<file path="src/pbmcu_regs.svh">
`ifndef PBMCU_REGS_SVH
`define PBMCU_REGS_SVH
// Register indices on the word port
`define PBMCU_CMD_OFS        4'h0
`define PBMCU_SEL_OFS        4'h2
`define PBMCU_RES_OFS        4'h3
`define PBMCU_PGCNT_OFS      4'h4
// Field positions
`define PBMCU_OP_LSB         5
`define PBMCU_OP_MSB         7
`define PBMCU_BUSY_BIT       0
`define PBMCU_FAILED_BIT     7
// Reset values
`define PBMCU_SEL_RST        8'h00
`define PBMCU_RES_RST        8'h80
`define PBMCU_PAGES_RST      8'h20
// Release duration in clocks
`define PBMCU_REL_CYCLES     4'h4
`endif

</file>
<file path="src/pbmcu_pkg.sv">
`default_nettype none
package pbmcu_pkg;
  typedef enum logic [2:0] {
    OP_IDLE    = 3'h0,
    OP_ALLOC   = 3'h1,
    OP_RESET   = 3'h2,
    OP_RXDROP  = 3'h3,
    OP_RXREL   = 3'h4,
    OP_PKTREL  = 3'h5,
    OP_ENQ     = 3'h6,
    OP_TXRST   = 3'h7
  } pbmcu_op_e;
  typedef enum logic [1:0] {
    ST_IDLE = 2'b01,
    ST_REL  = 2'b10
  } pbmcu_state_e;
endpackage : pbmcu_pkg
`default_nettype wire

</file>
<file path="src/pbmcu_top.sv">
// Overview of operation
// - Decode 3-bit opcode; zero does nothing
// - Opcode 1 allocates transmit memory
// - Opcode 2 resets whole buffer manager
// - Opcode 3 drops receive queue head
// - Opcode 4 drops head and frees memory
// - Opcode 5 frees selected packet pages
// - Opcode 6 enqueues selected packet
// - Opcode 7 empties both transmit queues
// - Busy flag readable at bit 0
// - Busy and failed set after write
// - Packet select feeds area and commands
// - Packet select cleared by resets
// - Allocation result updated per allocate
// - Failed flag rules and reset high
// - Result holds last granted packet
//
// The address-and-strobe port was decided locally.
`timescale 1ns/1ns
`default_nettype none
`include "pbmcu_regs.svh"
module pbmcu_top (
  input  wire logic        clock,          // 50 MHz clock
  input  wire logic        rstn,           // Async reset, active low
  input  wire logic [3:0]  addr,           // Register index
  input  wire logic [15:0] wdata,          // Write data
  input  wire logic        wr,             // Write strobe
  input  wire logic        rd,             // Read strobe
  output logic      [15:0] rdata,          // Read data, cycle after rd
  output logic      [5:0]  tx_area_packet, // Packet seen by the transmit area
  output logic      [5:0]  rx_head_packet, // Packet at receive queue output
  output logic             rx_empty,       // Receive queue empty
  output logic             tx_queue_push,  // Pulse: packet enqueued
  output logic      [5:0]  tx_queue_data,  // Packet being enqueued
  output logic             tx_queues_clear,// Pulse: transmit queues emptied
  output logic             allocation_done_flag, // Allocation finished
  input  wire logic        done_ack,       // Clears allocation_done_flag
  input  wire logic        rx_push,        // Received frame stored
  input  wire logic [5:0]  rx_push_pkt     // Its packet number
);
  localparam int NPKT = 64;

  logic [5:0]  tx_area_packet_select_reg;
  logic [7:0]  allocation_outcome_reg;
  logic        busy_reg;
  logic [3:0]  rel_cnt_reg;
  logic [NPKT-1:0] owned_reg;
  logic [5:0]  rxq_mem [0:7];
  logic [2:0]  rxq_rd_reg, rxq_wr_reg;
  logic [3:0]  rxq_cnt_reg;
  logic        alloc_pend_reg;
  logic [5:0]  rel_pkt_reg;
  pbmcu_pkg::pbmcu_state_e state_reg;

  logic        cmd_wr;
  pbmcu_pkg::pbmcu_op_e op;
  logic        free_ok;
  logic [5:0]  free_pkt;

  // ----------------------------------------------------------------
  // Command decode
  // ----------------------------------------------------------------
  assign cmd_wr = wr && addr == `PBMCU_CMD_OFS;
  assign op = pbmcu_pkg::pbmcu_op_e'(wdata[`PBMCU_OP_MSB:`PBMCU_OP_LSB]);

  function automatic logic [6:0] first_free(input logic [NPKT-1:0] own);
    logic [6:0] r;
    r = 7'h00;
    for (int i = NPKT - 1; i >= 0; i--) begin
      if (!own[i]) begin
        r = {1'b1, 6'(i)};
      end
    end
    return r;
  endfunction : first_free

  assign {free_ok, free_pkt} = first_free(owned_reg);

  // ----------------------------------------------------------------
  // Packet select register
  // ----------------------------------------------------------------
  // cleared by resets
  always_ff @(posedge clock or negedge rstn) begin
    if (!rstn) begin
      tx_area_packet_select_reg <= 6'(`PBMCU_SEL_RST);
    end else if (cmd_wr && op == pbmcu_pkg::OP_RESET) begin
      tx_area_packet_select_reg <= 6'(`PBMCU_SEL_RST);
    end else if (wr && addr == `PBMCU_SEL_OFS) begin
      tx_area_packet_select_reg <= wdata[5:0];
    end
  end
  assign tx_area_packet = tx_area_packet_select_reg;

  // ----------------------------------------------------------------
  // Allocation
  // ----------------------------------------------------------------
  // allocate on opcode 1; result update; failed flag
  always_ff @(posedge clock or negedge rstn) begin
    if (!rstn) begin
      allocation_outcome_reg <= `PBMCU_RES_RST;
      alloc_pend_reg         <= 1'b0;
    end else if (cmd_wr && op == pbmcu_pkg::OP_RESET) begin
      allocation_outcome_reg <= `PBMCU_RES_RST;
      alloc_pend_reg         <= 1'b0;
    end else if (cmd_wr && op == pbmcu_pkg::OP_ALLOC) begin
      // failed set at command end, cleared on the grant
      allocation_outcome_reg[`PBMCU_FAILED_BIT] <= 1'b1;
      alloc_pend_reg <= 1'b1;
    end else if (alloc_pend_reg && free_ok && state_reg == pbmcu_pkg::ST_IDLE && !cmd_wr) begin
      // Any command write defers the grant, matching the ownership map and done flag
      // granted number held
      allocation_outcome_reg <= {2'b00, free_pkt};
      alloc_pend_reg         <= 1'b0;
    end
  end

  // Done flag: grant sets, ack clears, set wins
  always_ff @(posedge clock or negedge rstn) begin
    if (!rstn) begin
      allocation_done_flag <= 1'b0;
    end else if (cmd_wr && op == pbmcu_pkg::OP_RESET) begin
      allocation_done_flag <= 1'b0;
    end else if (alloc_pend_reg && free_ok && state_reg == pbmcu_pkg::ST_IDLE
                 && !cmd_wr) begin
      allocation_done_flag <= 1'b1;
    end else if (done_ack) begin
      allocation_done_flag <= 1'b0;
    end
  end

  // ----------------------------------------------------------------
  // Ownership map and release engine
  // ----------------------------------------------------------------
  always_ff @(posedge clock or negedge rstn) begin
    if (!rstn) begin
      owned_reg <= '0;
    end else if (cmd_wr && op == pbmcu_pkg::OP_RESET) begin
      owned_reg <= '0;
    end else begin
      if (alloc_pend_reg && free_ok && state_reg == pbmcu_pkg::ST_IDLE && !cmd_wr) begin
        owned_reg[free_pkt] <= 1'b1;
      end
      if (state_reg == pbmcu_pkg::ST_REL && rel_cnt_reg == 4'h1) begin
        owned_reg[rel_pkt_reg] <= 1'b0;
      end
    end
  end

  always_ff @(posedge clock or negedge rstn) begin
    if (!rstn) begin
      state_reg   <= pbmcu_pkg::ST_IDLE;
      busy_reg    <= 1'b0;
      rel_cnt_reg <= 4'h0;
      rel_pkt_reg <= 6'h00;
    end else if (cmd_wr && op == pbmcu_pkg::OP_RESET) begin
      state_reg   <= pbmcu_pkg::ST_IDLE;
      busy_reg    <= 1'b0;
      rel_cnt_reg <= 4'h0;
    end else begin
      case (state_reg)
        pbmcu_pkg::ST_IDLE: begin
          // release start; busy at command end
          if (cmd_wr && (op == pbmcu_pkg::OP_RXREL || op == pbmcu_pkg::OP_PKTREL)) begin
            state_reg   <= pbmcu_pkg::ST_REL;
            busy_reg    <= 1'b1;
            rel_cnt_reg <= `PBMCU_REL_CYCLES;
            rel_pkt_reg <= (op == pbmcu_pkg::OP_RXREL) ? rx_head_packet
                                                       : tx_area_packet_select_reg;
          end
        end
        pbmcu_pkg::ST_REL: begin
          rel_cnt_reg <= rel_cnt_reg - 4'h1;
          if (rel_cnt_reg == 4'h1) begin
            state_reg <= pbmcu_pkg::ST_IDLE;
            busy_reg  <= 1'b0;
          end
        end
        default: begin
          state_reg <= pbmcu_pkg::ST_IDLE;
          busy_reg  <= 1'b0;
        end
      endcase
    end
  end

  // ----------------------------------------------------------------
  // Receive queue
  // ----------------------------------------------------------------
  logic rx_pop;
  logic rx_in;
  // drop head on opcode 3 or 4
  assign rx_pop = cmd_wr && rxq_cnt_reg != 4'h0
                  && (op == pbmcu_pkg::OP_RXDROP || op == pbmcu_pkg::OP_RXREL);
  assign rx_in  = rx_push && rxq_cnt_reg != 4'h8;

  always_ff @(posedge clock) begin
    if (rx_in) begin
      rxq_mem[rxq_wr_reg] <= rx_push_pkt;
    end
  end

  always_ff @(posedge clock or negedge rstn) begin
    if (!rstn) begin
      rxq_rd_reg  <= 3'h0;
      rxq_wr_reg  <= 3'h0;
      rxq_cnt_reg <= 4'h0;
    end else if (cmd_wr && op == pbmcu_pkg::OP_RESET) begin
      rxq_rd_reg  <= 3'h0;
      rxq_wr_reg  <= 3'h0;
      rxq_cnt_reg <= 4'h0;
    end else begin
      if (rx_pop) begin
        rxq_rd_reg <= rxq_rd_reg + 3'h1;
      end
      if (rx_in) begin
        rxq_wr_reg <= rxq_wr_reg + 3'h1;
      end
      rxq_cnt_reg <= rxq_cnt_reg + {3'h0, rx_in} - {3'h0, rx_pop};
    end
  end
  assign rx_head_packet = rxq_cnt_reg != 4'h0 ? rxq_mem[rxq_rd_reg] : 6'h00;
  assign rx_empty       = rxq_cnt_reg == 4'h0;

  // ----------------------------------------------------------------
  // Transmit queue strobes
  // ----------------------------------------------------------------
  always_ff @(posedge clock or negedge rstn) begin
    if (!rstn) begin
      tx_queue_push   <= 1'b0;
      tx_queue_data   <= 6'h00;
      tx_queues_clear <= 1'b0;
    end else begin
      tx_queue_push   <= cmd_wr && op == pbmcu_pkg::OP_ENQ;
      tx_queue_data   <= tx_area_packet_select_reg;
      // clear queues, memory untouched; also on manager reset
      tx_queues_clear <= cmd_wr && (op == pbmcu_pkg::OP_TXRST || op == pbmcu_pkg::OP_RESET);
    end
  end

  // ----------------------------------------------------------------
  // Read port
  // ----------------------------------------------------------------
  always_ff @(posedge clock or negedge rstn) begin
    if (!rstn) begin
      rdata <= 16'h0000;
    end else if (rd) begin
      case (addr)
        `PBMCU_CMD_OFS: rdata <= {15'h0000, busy_reg};
        `PBMCU_SEL_OFS: rdata <= {10'h000, tx_area_packet_select_reg};
        `PBMCU_RES_OFS: rdata <= {8'h00, allocation_outcome_reg};
        default:        rdata <= 16'h0000;
      endcase
    end else begin
      rdata <= 16'h0000;
    end
  end

  // ----------------------------------------------------------------
  // Assertions
  // ----------------------------------------------------------------
  AST_BUSY_ON_REL: assert property (@(posedge clock) disable iff (!rstn)
    (cmd_wr && op == pbmcu_pkg::OP_PKTREL && !busy_reg) |=> busy_reg)
    else $error("busy not set after release");
  AST_BUSY_LEN: assert property (@(posedge clock) disable iff (!rstn)
    $rose(busy_reg) && !(cmd_wr && op == pbmcu_pkg::OP_RESET) |-> busy_reg[*4])
    else $error("busy too short");
  AST_BUSY_END: assert property (@(posedge clock) disable iff (!rstn)
    $rose(busy_reg) |-> ##[1:5] !busy_reg)
    else $error("busy did not end");
  AST_FAIL_SET: assert property (@(posedge clock) disable iff (!rstn)
    (cmd_wr && op == pbmcu_pkg::OP_ALLOC) |=> allocation_outcome_reg[7])
    else $error("failed not set");
  AST_RESET_CMD: assert property (@(posedge clock) disable iff (!rstn)
    (cmd_wr && op == pbmcu_pkg::OP_RESET) |=>
      tx_area_packet_select_reg == 6'h00 && allocation_outcome_reg == 8'h80)
    else $error("reset opcode incomplete");
  AST_ENQ: assert property (@(posedge clock) disable iff (!rstn)
    (cmd_wr && op == pbmcu_pkg::OP_ENQ) |=>
      tx_queue_push && tx_queue_data == $past(tx_area_packet_select_reg))
    else $error("enqueue missing");
  AST_TXRST: assert property (@(posedge clock) disable iff (!rstn)
    (cmd_wr && op == pbmcu_pkg::OP_TXRST) |=> tx_queues_clear && $stable(owned_reg))
    else $error("queue reset wrong");
  AST_RXPOP: assert property (@(posedge clock) disable iff (!rstn)
    (rx_pop && !rx_in) |=> rxq_cnt_reg == $past(rxq_cnt_reg) - 4'h1)
    else $error("receive head not dropped");
  AST_IDLE_OP: assert property (@(posedge clock) disable iff (!rstn)
    (cmd_wr && op == pbmcu_pkg::OP_IDLE && !busy_reg) |=> !busy_reg && !tx_queue_push)
    else $error("idle opcode acted");
  AST_GRANT: assert property (@(posedge clock) disable iff (!rstn)
    $fell(allocation_outcome_reg[7]) |-> owned_reg[allocation_outcome_reg[5:0]])
    else $error("grant not owned");
  COV_ALLOC: cover property (@(posedge clock) disable iff (!rstn)
    $fell(allocation_outcome_reg[7]));
  COV_REL: cover property (@(posedge clock) disable iff (!rstn) $fell(busy_reg));
  COV_ENQ: cover property (@(posedge clock) disable iff (!rstn) tx_queue_push);
endmodule : pbmcu_top
`default_nettype wire

</file>
<file path="config.mk">
export PLATFORM = sky130hd
export DESIGN_NAME = pbmcu_top
export DESIGN_NICKNAME = d
export VERILOG_FILES = /design/src/pbmcu_pkg.sv /design/src/pbmcu_top.sv
export VERILOG_INCLUDE_DIRS = /design/src /design/src/src
export SDC_FILE = /design/constraint.sdc
export NUM_CORES = 1
export LEC_CHECK = 0
export ABC_AREA = 0
export BUFFER_PORTS_ARGS = -buffer_cell sky130_fd_sc_hd__buf_4
export CAP_MARGIN = 20
export CELL_PAD_IN_SITES_DETAIL_PLACEMENT = 1
export CELL_PAD_IN_SITES_GLOBAL_PLACEMENT = 2
export CORE_ASPECT_RATIO = 1.25
export CORE_UTILIZATION = 32
export CTS_CLUSTER_DIAMETER = 80
export DETAILED_ROUTE_END_ITERATION = 8
export GPL_ROUTABILITY_DRIVEN = 0
export PLACE_DENSITY = 0.69
export SLEW_MARGIN = 30
export SYNTH_ARGS = -nofsm -noshare
export SYNTH_HDL_FRONTEND = slang
export SYNTH_SLANG_ARGS = --single-unit
</file>
<file path="constraint.sdc">
create_clock -name clock -period 2.2 [get_ports clock]
set_input_delay 0.55 -clock clock [delete_from_list [all_inputs] [get_ports clock]]
set_output_delay 0.55 -clock clock [all_outputs]
set_load 0.02 [all_outputs]
</file>
Yosys cells after proc, flatten, opt, wreduce, memory -nomap -nowiden
Memories as Yosys holds them, arrays and structs flattened.
Cells that the tools add are included.
Storage, ports and cells
  register bits after elaboration: 127
  bits in latches: 0
  RAM bits: 48
  ROM bits: 0
  bits of input ports: 32
  output and inout bits: 38
  logic and storage cells: 187
  memories: 1
Memory list
  rxq_mem: words 8, bits a word 6, read ports 1, clocked after memory_dff 0, wr ports 1, line pbmcu_top.sv:48  | logic [5:0] rxq_mem [0:7];
Cells by class
  add/sub/neg operators: 5
  multiply operators: 0
  divide/modulo/power cells: 0
  magnitude comparators: 4
  eq/ne operators: 16
  shift-type cells: 0
  muxes and demuxes: 106
  bitwise gates (word level): 4
  reductions and logical operators: 34
Operator list (number)
  $mux 7: 65
  $mux 64: 4
  $and 64x64->64: 1
  $not 64->64: 1
  $or 64x64->64: 1
  $mux 6: 4
  $pmux 8 s3: 1
  $logic_and 1x1->1: 16
  $mux 16: 1
  $mux 8: 2
  $lt 6x7->1 const B: 2
  $mux 1: 14
  $demux 1 s6: 2
  $eq 3x3->1 const B: 4
  $ge 6x1->1 const B: 2
  $mux 3: 4
  $mux 4: 3
  $reduce_bool 3->1: 3
  $eq 4x2->1 const B: 2
  $logic_not 4->1: 2
  $pmux 4 s2: 1
  $reduce_bool 2->1: 4
  $add 3x1->3 const B: 2
  $eq 3x2->1 const B: 2
  19 further kinds: 26

Longest topological paths before layout
Gate-level depths: netlist (run 1).
  word-level depth: 74
  depth in mapped cells: 12
  depth with buffers taken out: 12

Worst setup path after synthesis (run 1)
No wires, ideal clock.
  kind: input-to-reg
  start point: in addr[0]
  end point: reg rxq_cnt_reg[1]
  arrival: 2.842 ns
  path slack: -0.761 ns
  stages on the path: 9
  path buffers: 1
  path through: buf_6 -> nor4b_4 -> nand2_1 -> a211oi_1 -> ha_1 -> inv_1 -> ha_1 -> fa_1 -> and2_1
Between the ends
  longest elaborated chain between the ends: 6
RTL lines
  start: declaration: line pbmcu_top.sv:25  | input wire logic [3:0] addr,
  $logic_not 4->1 *
  $logic_and 1x1->1 (no source line) *
  $logic_and 1x1->1: line pbmcu_top.sv:192  | assign rx_pop = cmd_wr && rxq_cnt_reg != 4'h0
  $logic_and 1x1->1: line pbmcu_top.sv:193  | && (op == pbmcu_pkg::OP_RXDROP || op == pbmcu_pkg::OP_RXREL);
  $sub 4x1->4: line pbmcu_top.sv:218  | rxq_cnt_reg <= rxq_cnt_reg + {3'h0, rx_in} - {3'h0, rx_pop};
  $mux 4 *: line pbmcu_top.sv:207  | end else if (cmd_wr && op == pbmcu_pkg::OP_RESET) begin
  end signal: assignment: line pbmcu_top.sv:218
  end: declaration: line pbmcu_top.sv:50  | logic [3:0] rxq_cnt_reg;
Mark *: on every way between the ends. The rest lies on a longest branch, timed or not.
A chain may end at the register's enable or synchronous reset.

Final worst setup path (run 1)
  start point: reg rxq_rd_reg[0]
  end point: out rx_head_packet[2]
Between the ends
  longest elaborated chain between the ends: 2
RTL lines
  start: declaration: line pbmcu_top.sv:49  | logic [2:0] rxq_rd_reg, rxq_wr_reg;
  start signal: assignment: line pbmcu_top.sv:213  | rxq_rd_reg <= rxq_rd_reg + 3'h1;
  $mem_v2 8x6
  $mux 6: line pbmcu_top.sv:221  | assign rx_head_packet = rxq_cnt_reg != 4'h0 ? rxq_mem[rxq_rd_reg] : 6'h00;
  end: declaration: line pbmcu_top.sv:31  | output logic [5:0] rx_head_packet,
Every way passes these cells.

==> results.md, run 1 <==
* Row count at 65
* Post-synthesis cell area at 8351 um2
* Layout cells sized above 1 at approximately 48%
* Vias in the first global route at 8782
* Post-synthesis sequential area ratio at 52.05%
* Hold-fix buffers, CTS at 0
* CTS Sinks at 164
* M1 GR Usage at 27.17%
* Gr usage total at 24.72%
* CTS buffer count at 17
* Seq cells post-synth at ~160
* Most common cell after layout, fill and taps aside: buf_4
* Synth Instances at 793
* Synth Flop Type: dfrtp_1
* Vias per inst at 5.475
* DRT iter0 DRCs at around 450
* Initial antenna violation count at 0
* Post-Route Skew at ~0.010 ns
* Antenna viol nets, final at 0
* Final WS setup at -0.3727 ns
* Dpl cell area at 10550 um2
* Syn_area_per_cell at about 11 um2
* Min cycle time layout at 2.573 ns
* Clk_lat worst skew at 0.44 ns
* DR WL/cell at 22.97 um
* Ranking of synthesized cells by area: dfrtp_1 34%, edfxtp_1 17%, a21oi_1 5.2%
* Highest Clock Rate at between 300 and 400 MHz
* Global-route wire length before repair at 49.68 mm
* CTS tree: built
* Final setup viols at 65
* Most frequent cells in the layout: 262 x buf_4, 108 x dfrtp_1, 65 x a21oi_1
* Leakage at 5.273 nW
* ANT cells at 0
* Gr busiest metal: met2
* Slew @ Worst Pin at 0.5664 ns
* Tcrit/Tclk final at 116.9%
* Synth unique cells at 82
* Final Hold Fails at 0
* Yosys top cell by area: dfrtp_1
* GR Util met3 at 3.775%
* Max reg flops at 64
* CP startpoint kind: flip-flop
* Worst EP arrival at 2.02 ns
* Largest net degree at the start of global routing at 46
* CTS max path bufs at 2
* Filler instances at about 2700
* Die ar. at 26750 um2
* Setup CP Type: reg2out
* Pins over their slew limit at 0
* Worst EP required at 1.65 ns
* Core ar. at 25460 um2
* Root buffer cell: clkbuf_16
* Chip width at between 100 and 150 um
* Top-area cell type share of the netlist area at ~34%
* Relative slew slack at 62.10%
* Post-synth EDFFs at 48
* Die Y at 182.6 um
* Total Wirelength at 33.28 mm
* Status: complete, but fails checks
* Congestion Overflow GR at 0
* Final Cell Area at 12820 um2
* Remaining DRCs at 0
* Placed wire-length estimate at 22.70 mm
* Max-Cap Viols at 0
* Reg clk slew, reported paths at roughly 0.07 ns
* IO buf count at 52
* Starting Density at 32.80%
* Ports at 70
* Asr flop ratio synth at 70.73%
* Final nets at between 1000 and 1500
* Pre-antenna DRT Iters at 4
* Area added between synthesis and finish at 53.55%
* Ys Warns at 0
* Met2 GRT Util at 45.28%
* Setup repair after global routing missed its margin: true
* CP Max Fanout at 7
* Routed vias at 7933
* Power per cell area at just under 900 nW/um2
* Total Negative Setup Slacks at -8.415 ns
* Hold/Removal Path Class: in2async
* Failing checks: setup timing
* H-Tree Depth at 4
* Worst Setup End Kind: output pin
* Peak supply drop at 0.6077 mV
synth_stat cells (14+ instances only):
master	number
clkbuf_1	14
nor3_1	19
nor2_1	66
edfxtp_1	48
nand3_1	30
a21oi_1	86
nand4_1	22
a211oi_1	24
dfrtp_1	114
o21ai_0	46
nand2_1	53
inv_1	38
worst max-delay path, stage by stage (launching register included):
cell	delay, ns
dfrtp_2	0.42
buf_12	0.15
mux4_2	0.51
mux2i_1	0.15
buf_4	0.15
nor2_1	0.05
buf_4	0.15
final timing paths:
| check | start | endpoint | slack, ns | depth (start not counted) |
|---|---|---|---|---|
| max | rxq_rd_reg[0]$_DFFE_PN0P_ | rx_head_packet[2] | -0.37 | 6 |
| max reg2reg | owned_reg[36]$_DFF_PN0_ | owned_reg[2]$_DFF_PN0_ | -0.21 | 10 |
| min | rstn | owned_reg[29]$_DFF_PN0_ | 0.03 | 1 |
| min reg2reg | allocation_outcome_reg[7]$_DFFE_PN1P_ | rdata[7]$_DFF_PN0_ | 0.52 | 2 |
| max in group asynchronous | rstn | allocation_outcome_reg[7]$_DFFE_PN1P_ | 1.52 | 2 |
| min in group clock | rx_push_pkt[1] | rxq_mem[2][1]$_DFFE_PP_ | 0.35 | 1 |
layout make-up:
type	count	area (um2)	share of cell area, %
clock buffers	18	429.2	3.347
clock inverters	14	155.1	1.210
inverters	38	142.6	1.112
multi-input cells	555	4519	35.25
flip-flops and latches	164	4354	33.96
well taps	335	419.2	3.269
repair buffers	325	2803	21.86
power breakdown:
group | switching, mW | internal (mW)
combinational | 2.23 | 2.11
clock | 1.40 | 1.61
sequential | 0.355 | 3.55
through the flow:
step,hold WS [ns],std cells,util (%),setup WS [ns],total power [mW]
2_1_floorplan,0.2544,801,-,-0.4090,5.471
3_3_place_gp,0.4837,1340,41.45,-0.3625,7.100
3_5_place_dp,0.4923,1340,41.45,-0.4115,7.250
4_1_cts,0.01671,1423,47.81,-0.4374,10.88
5_1_grt,0.03521,1449,50.37,-0.4759,11.69
6_report,0.02670,1449,50.37,-0.3727,11.25
per-layer routing:
layer	part of all wire [%]	wire length (um)
met5	0	0
met2	54	17990
met3	3.4	1144
met4	4.8	1612
met1	38	12530
logic make-up (layout without fill, tap and decap cells):
group           Yosys count  count (layout)  share of synthesized area (%)
flops                   164             164                          52.05
compound gates          239             239                          18.85
buf+inv                  82             395                          4.555
mux                      25              25                          4.795
xor+xnor                  8               8                         0.8391
fa+ha+maj                11              11                          1.738
other cells               1               9                        0.04491
simple gates            263             263                          17.13
what timing repair did:
action	CTS	global route
pin swaps	75	64
setup buffers	54	29
endpoints found under the setup margin	78	78
cloned	1	0
resized for setup	149	103
Note: power is estimated with default switching activity, not from simulation.
==> run 2, diff against run 1 <==
--- a/config.mk
+++ b/config.mk
@@ -11,11 +11,9 @@
 export CAP_MARGIN = 20
 export CELL_PAD_IN_SITES_DETAIL_PLACEMENT = 1
 export CELL_PAD_IN_SITES_GLOBAL_PLACEMENT = 2
-export CORE_ASPECT_RATIO = 1.25
 export CORE_UTILIZATION = 32
 export CTS_CLUSTER_DIAMETER = 80
 export DETAILED_ROUTE_END_ITERATION = 8
-export GPL_ROUTABILITY_DRIVEN = 0
 export PLACE_DENSITY = 0.69
 export SLEW_MARGIN = 30
 export SYNTH_ARGS = -nofsm -noshare
==> results.md, run 2 (synthesis gave the netlist of run 1 again) <==
* Status: complete, but fails checks
* Failing checks: setup timing
* Dpl cell area at 10650 um2
* Final Cell Area at 12950 um2
* Pre-antenna DRT Iters at 5
* Ports at 70
* Relative slew slack at 54.66%
* Final setup viols at 70
* Initial antenna violation count at 1
* Layout cells sized above 1 at approximately half
* Reg clk slew, reported paths at 0.07 ns
* Most common cell after layout, fill and taps aside: buf_4
* CTS Sinks at between 150 and 200
* Post-Route Skew at roughly 0.013 ns
* Die ar. at 26750 um2
* Placed wire-length estimate at 21.83 mm
* Fin Hold WS at 0.04090 ns
* Vias per inst at about 5.4
* Setup CP Type: reg2reg
* CP Max Fanout at 5
* Pins over their slew limit at 0
* Most frequent cells in the layout: 265 x buf_4, 108 x dfrtp_1, 65 x a21oi_1
* Leakage at 5.345 nW
* Power per cell area at about 900 nW/um2
* Max reg flops at 64
* Largest net degree at the start of global routing at 45
* Final nets at ~1200
* Worst EP arrival at approximately 3 ns
* IO buf count at 52
* Worst EP required at 2.55 ns
* CP cell instances: buf_6, nand4_1, buf_4, or3_4, a211oi_4, nor3_4, nor4_4, buf_4, buf_6, nand2b_4, buf_12, a21oi_4
* H-Tree Depth at 4
* Multi-input gate area at 4588 um2
* Congestion Overflow GR at 0
* Final Hold Fails at 0
* Setup repair after global routing missed its margin: true
* Final GP Congestion at about 0.91
* Final core utilization at 50.99%
* FF+latch area at 4354 um2
* Worst Setup End Kind: flip-flop
* Core ar. at 25400 um2
* Min cycle time layout at 2.638 ns
* Total Wirelength at 32.95 mm
* Chip width at between 150 and 200 um
* DRT iter0 DRCs at 578
* Area added between synthesis and finish at 55.08%
* Highest Clock Rate at 379.0 MHz
* Filler instances at 2716
* Hold/Removal Path Class: in2async
* Vias in the first global route at 8531
* CP peak stage delay at 0.38 ns
* Slew @ Worst Pin at approximately 0.68 ns
* Global-route wire length before repair at 48.84 mm
* CP startpoint kind: flip-flop
* Max-Cap Viols at 0
* CTS tree: built
* Peak supply drop at 0.5683 mV
* Routed vias at 7876
* Root buffer cell: clkbuf_16
* Antenna viol nets, final at 0
* Crit-path slowest cell: or3_4
* Starting Density at roughly a third
* Clk_lat worst skew at approximately 0.44 ns
* DR WL/cell at approximately 23 um
* CTS buffer count at 17
* Final WS setup at -0.4384 ns
* Die Y at 163.5 um
* Row count at slightly below 60
* CTS max path bufs at 2
* ANT cells at 0
* Gr usage total at 24.31%
* Tcrit/Tclk final at 119.9%
* Remaining DRCs at 0
==> run 2: cell types whose count changed in the layout (fill, tap and decap cells not counted), moves of 3 or more <==
cell,previous run,this run
and4_4,2,5
clkinv_8,1,6
buf_4,262,265
inv_6,5,1
o21ai_1,5,11
a21oi_2,22,19
mux2i_1,12,9
buf_6,48,54
a21oi_4,4,7
o21ai_0,26,20
nor3_2,4,1
==> run 2: metrics by stage <==
step	instances	worst slack (ns)	TNS, ns	total power, mW
floorplan	801	-0.4090	-2.447	5.471
global placement	1345	-0.3678	-16.56	7.137
detailed placement	1345	-0.4171	-18.24	7.280
CTS	1422	-0.4261	-6.199	10.82
global route	1450	-0.5065	-21.88	11.81
finish	1450	-0.4384	-16.79	11.36
==> run 2: final timing paths <==
| path | from | endpoint | slack (ns) | depth (start not counted) |
|---|---|---|---|---|
| setup / recovery | owned_reg[29]$_DFF_PN0_ | owned_reg[35]$_DFF_PN0_ | -0.44 | 12 |
| hold / removal | rstn | owned_reg[21]$_DFF_PN0_ | 0.04 | 1 |
| setup reg to reg | owned_reg[29]$_DFF_PN0_ | owned_reg[35]$_DFF_PN0_ | -0.44 | 12 |
| hold reg to reg | allocation_outcome_reg[7]$_DFFE_PN1P_ | rdata[7]$_DFF_PN0_ | 0.49 | 2 |
| max in group asynchronous | rstn | allocation_outcome_reg[7]$_DFFE_PN1P_ | 1.50 | 2 |
| min in group clock | rx_push_pkt[1] | rxq_mem[7][1]$_DFFE_PP_ | 0.33 | 1 |
==> run 2: critical path, delay by kind of cell, from the launching register on <==
kind,cells,cell delay (ns)
buffers and inverters,5,0.77
and+or+nand+nor,5,0.94
DFF,1,0.36
AOI/OAI and AO/OA,2,0.49
==> run 2: where the power goes <==
group	switching (mW)	internal, mW
Sequential	0.320	3.55
Combinational	2.28	2.06
Clock	1.59	1.56
==> run 2: layout make-up <==
type                    count  share of cell area [%]
repair buffers            331                   21.87
clock inverters            15                   1.478
inverters                  38                   1.121
well taps                 330                   3.188
clock buffers              17                   3.285
multi-input cells         555                   35.43
flip-flops and latches    164                   33.62
==> run 2: timing repair <==
action,CTS,global route
pin swaps,66,62
hold buffers,0,0
endpoints found under the hold margin,0,0
setup buffers,50,37
setup endpoints to repair,78,76
resized for setup,133,143
==> run 2: per-layer routing <==
metal	up-vias	part of all wire (%)	track usage [%]
met5	-	0	0
met2	231	51	42.82
met3	77	3.8	3.885
met4	0	3.6	8.333
met1	4010	41	29.99
li1	3558	-	-
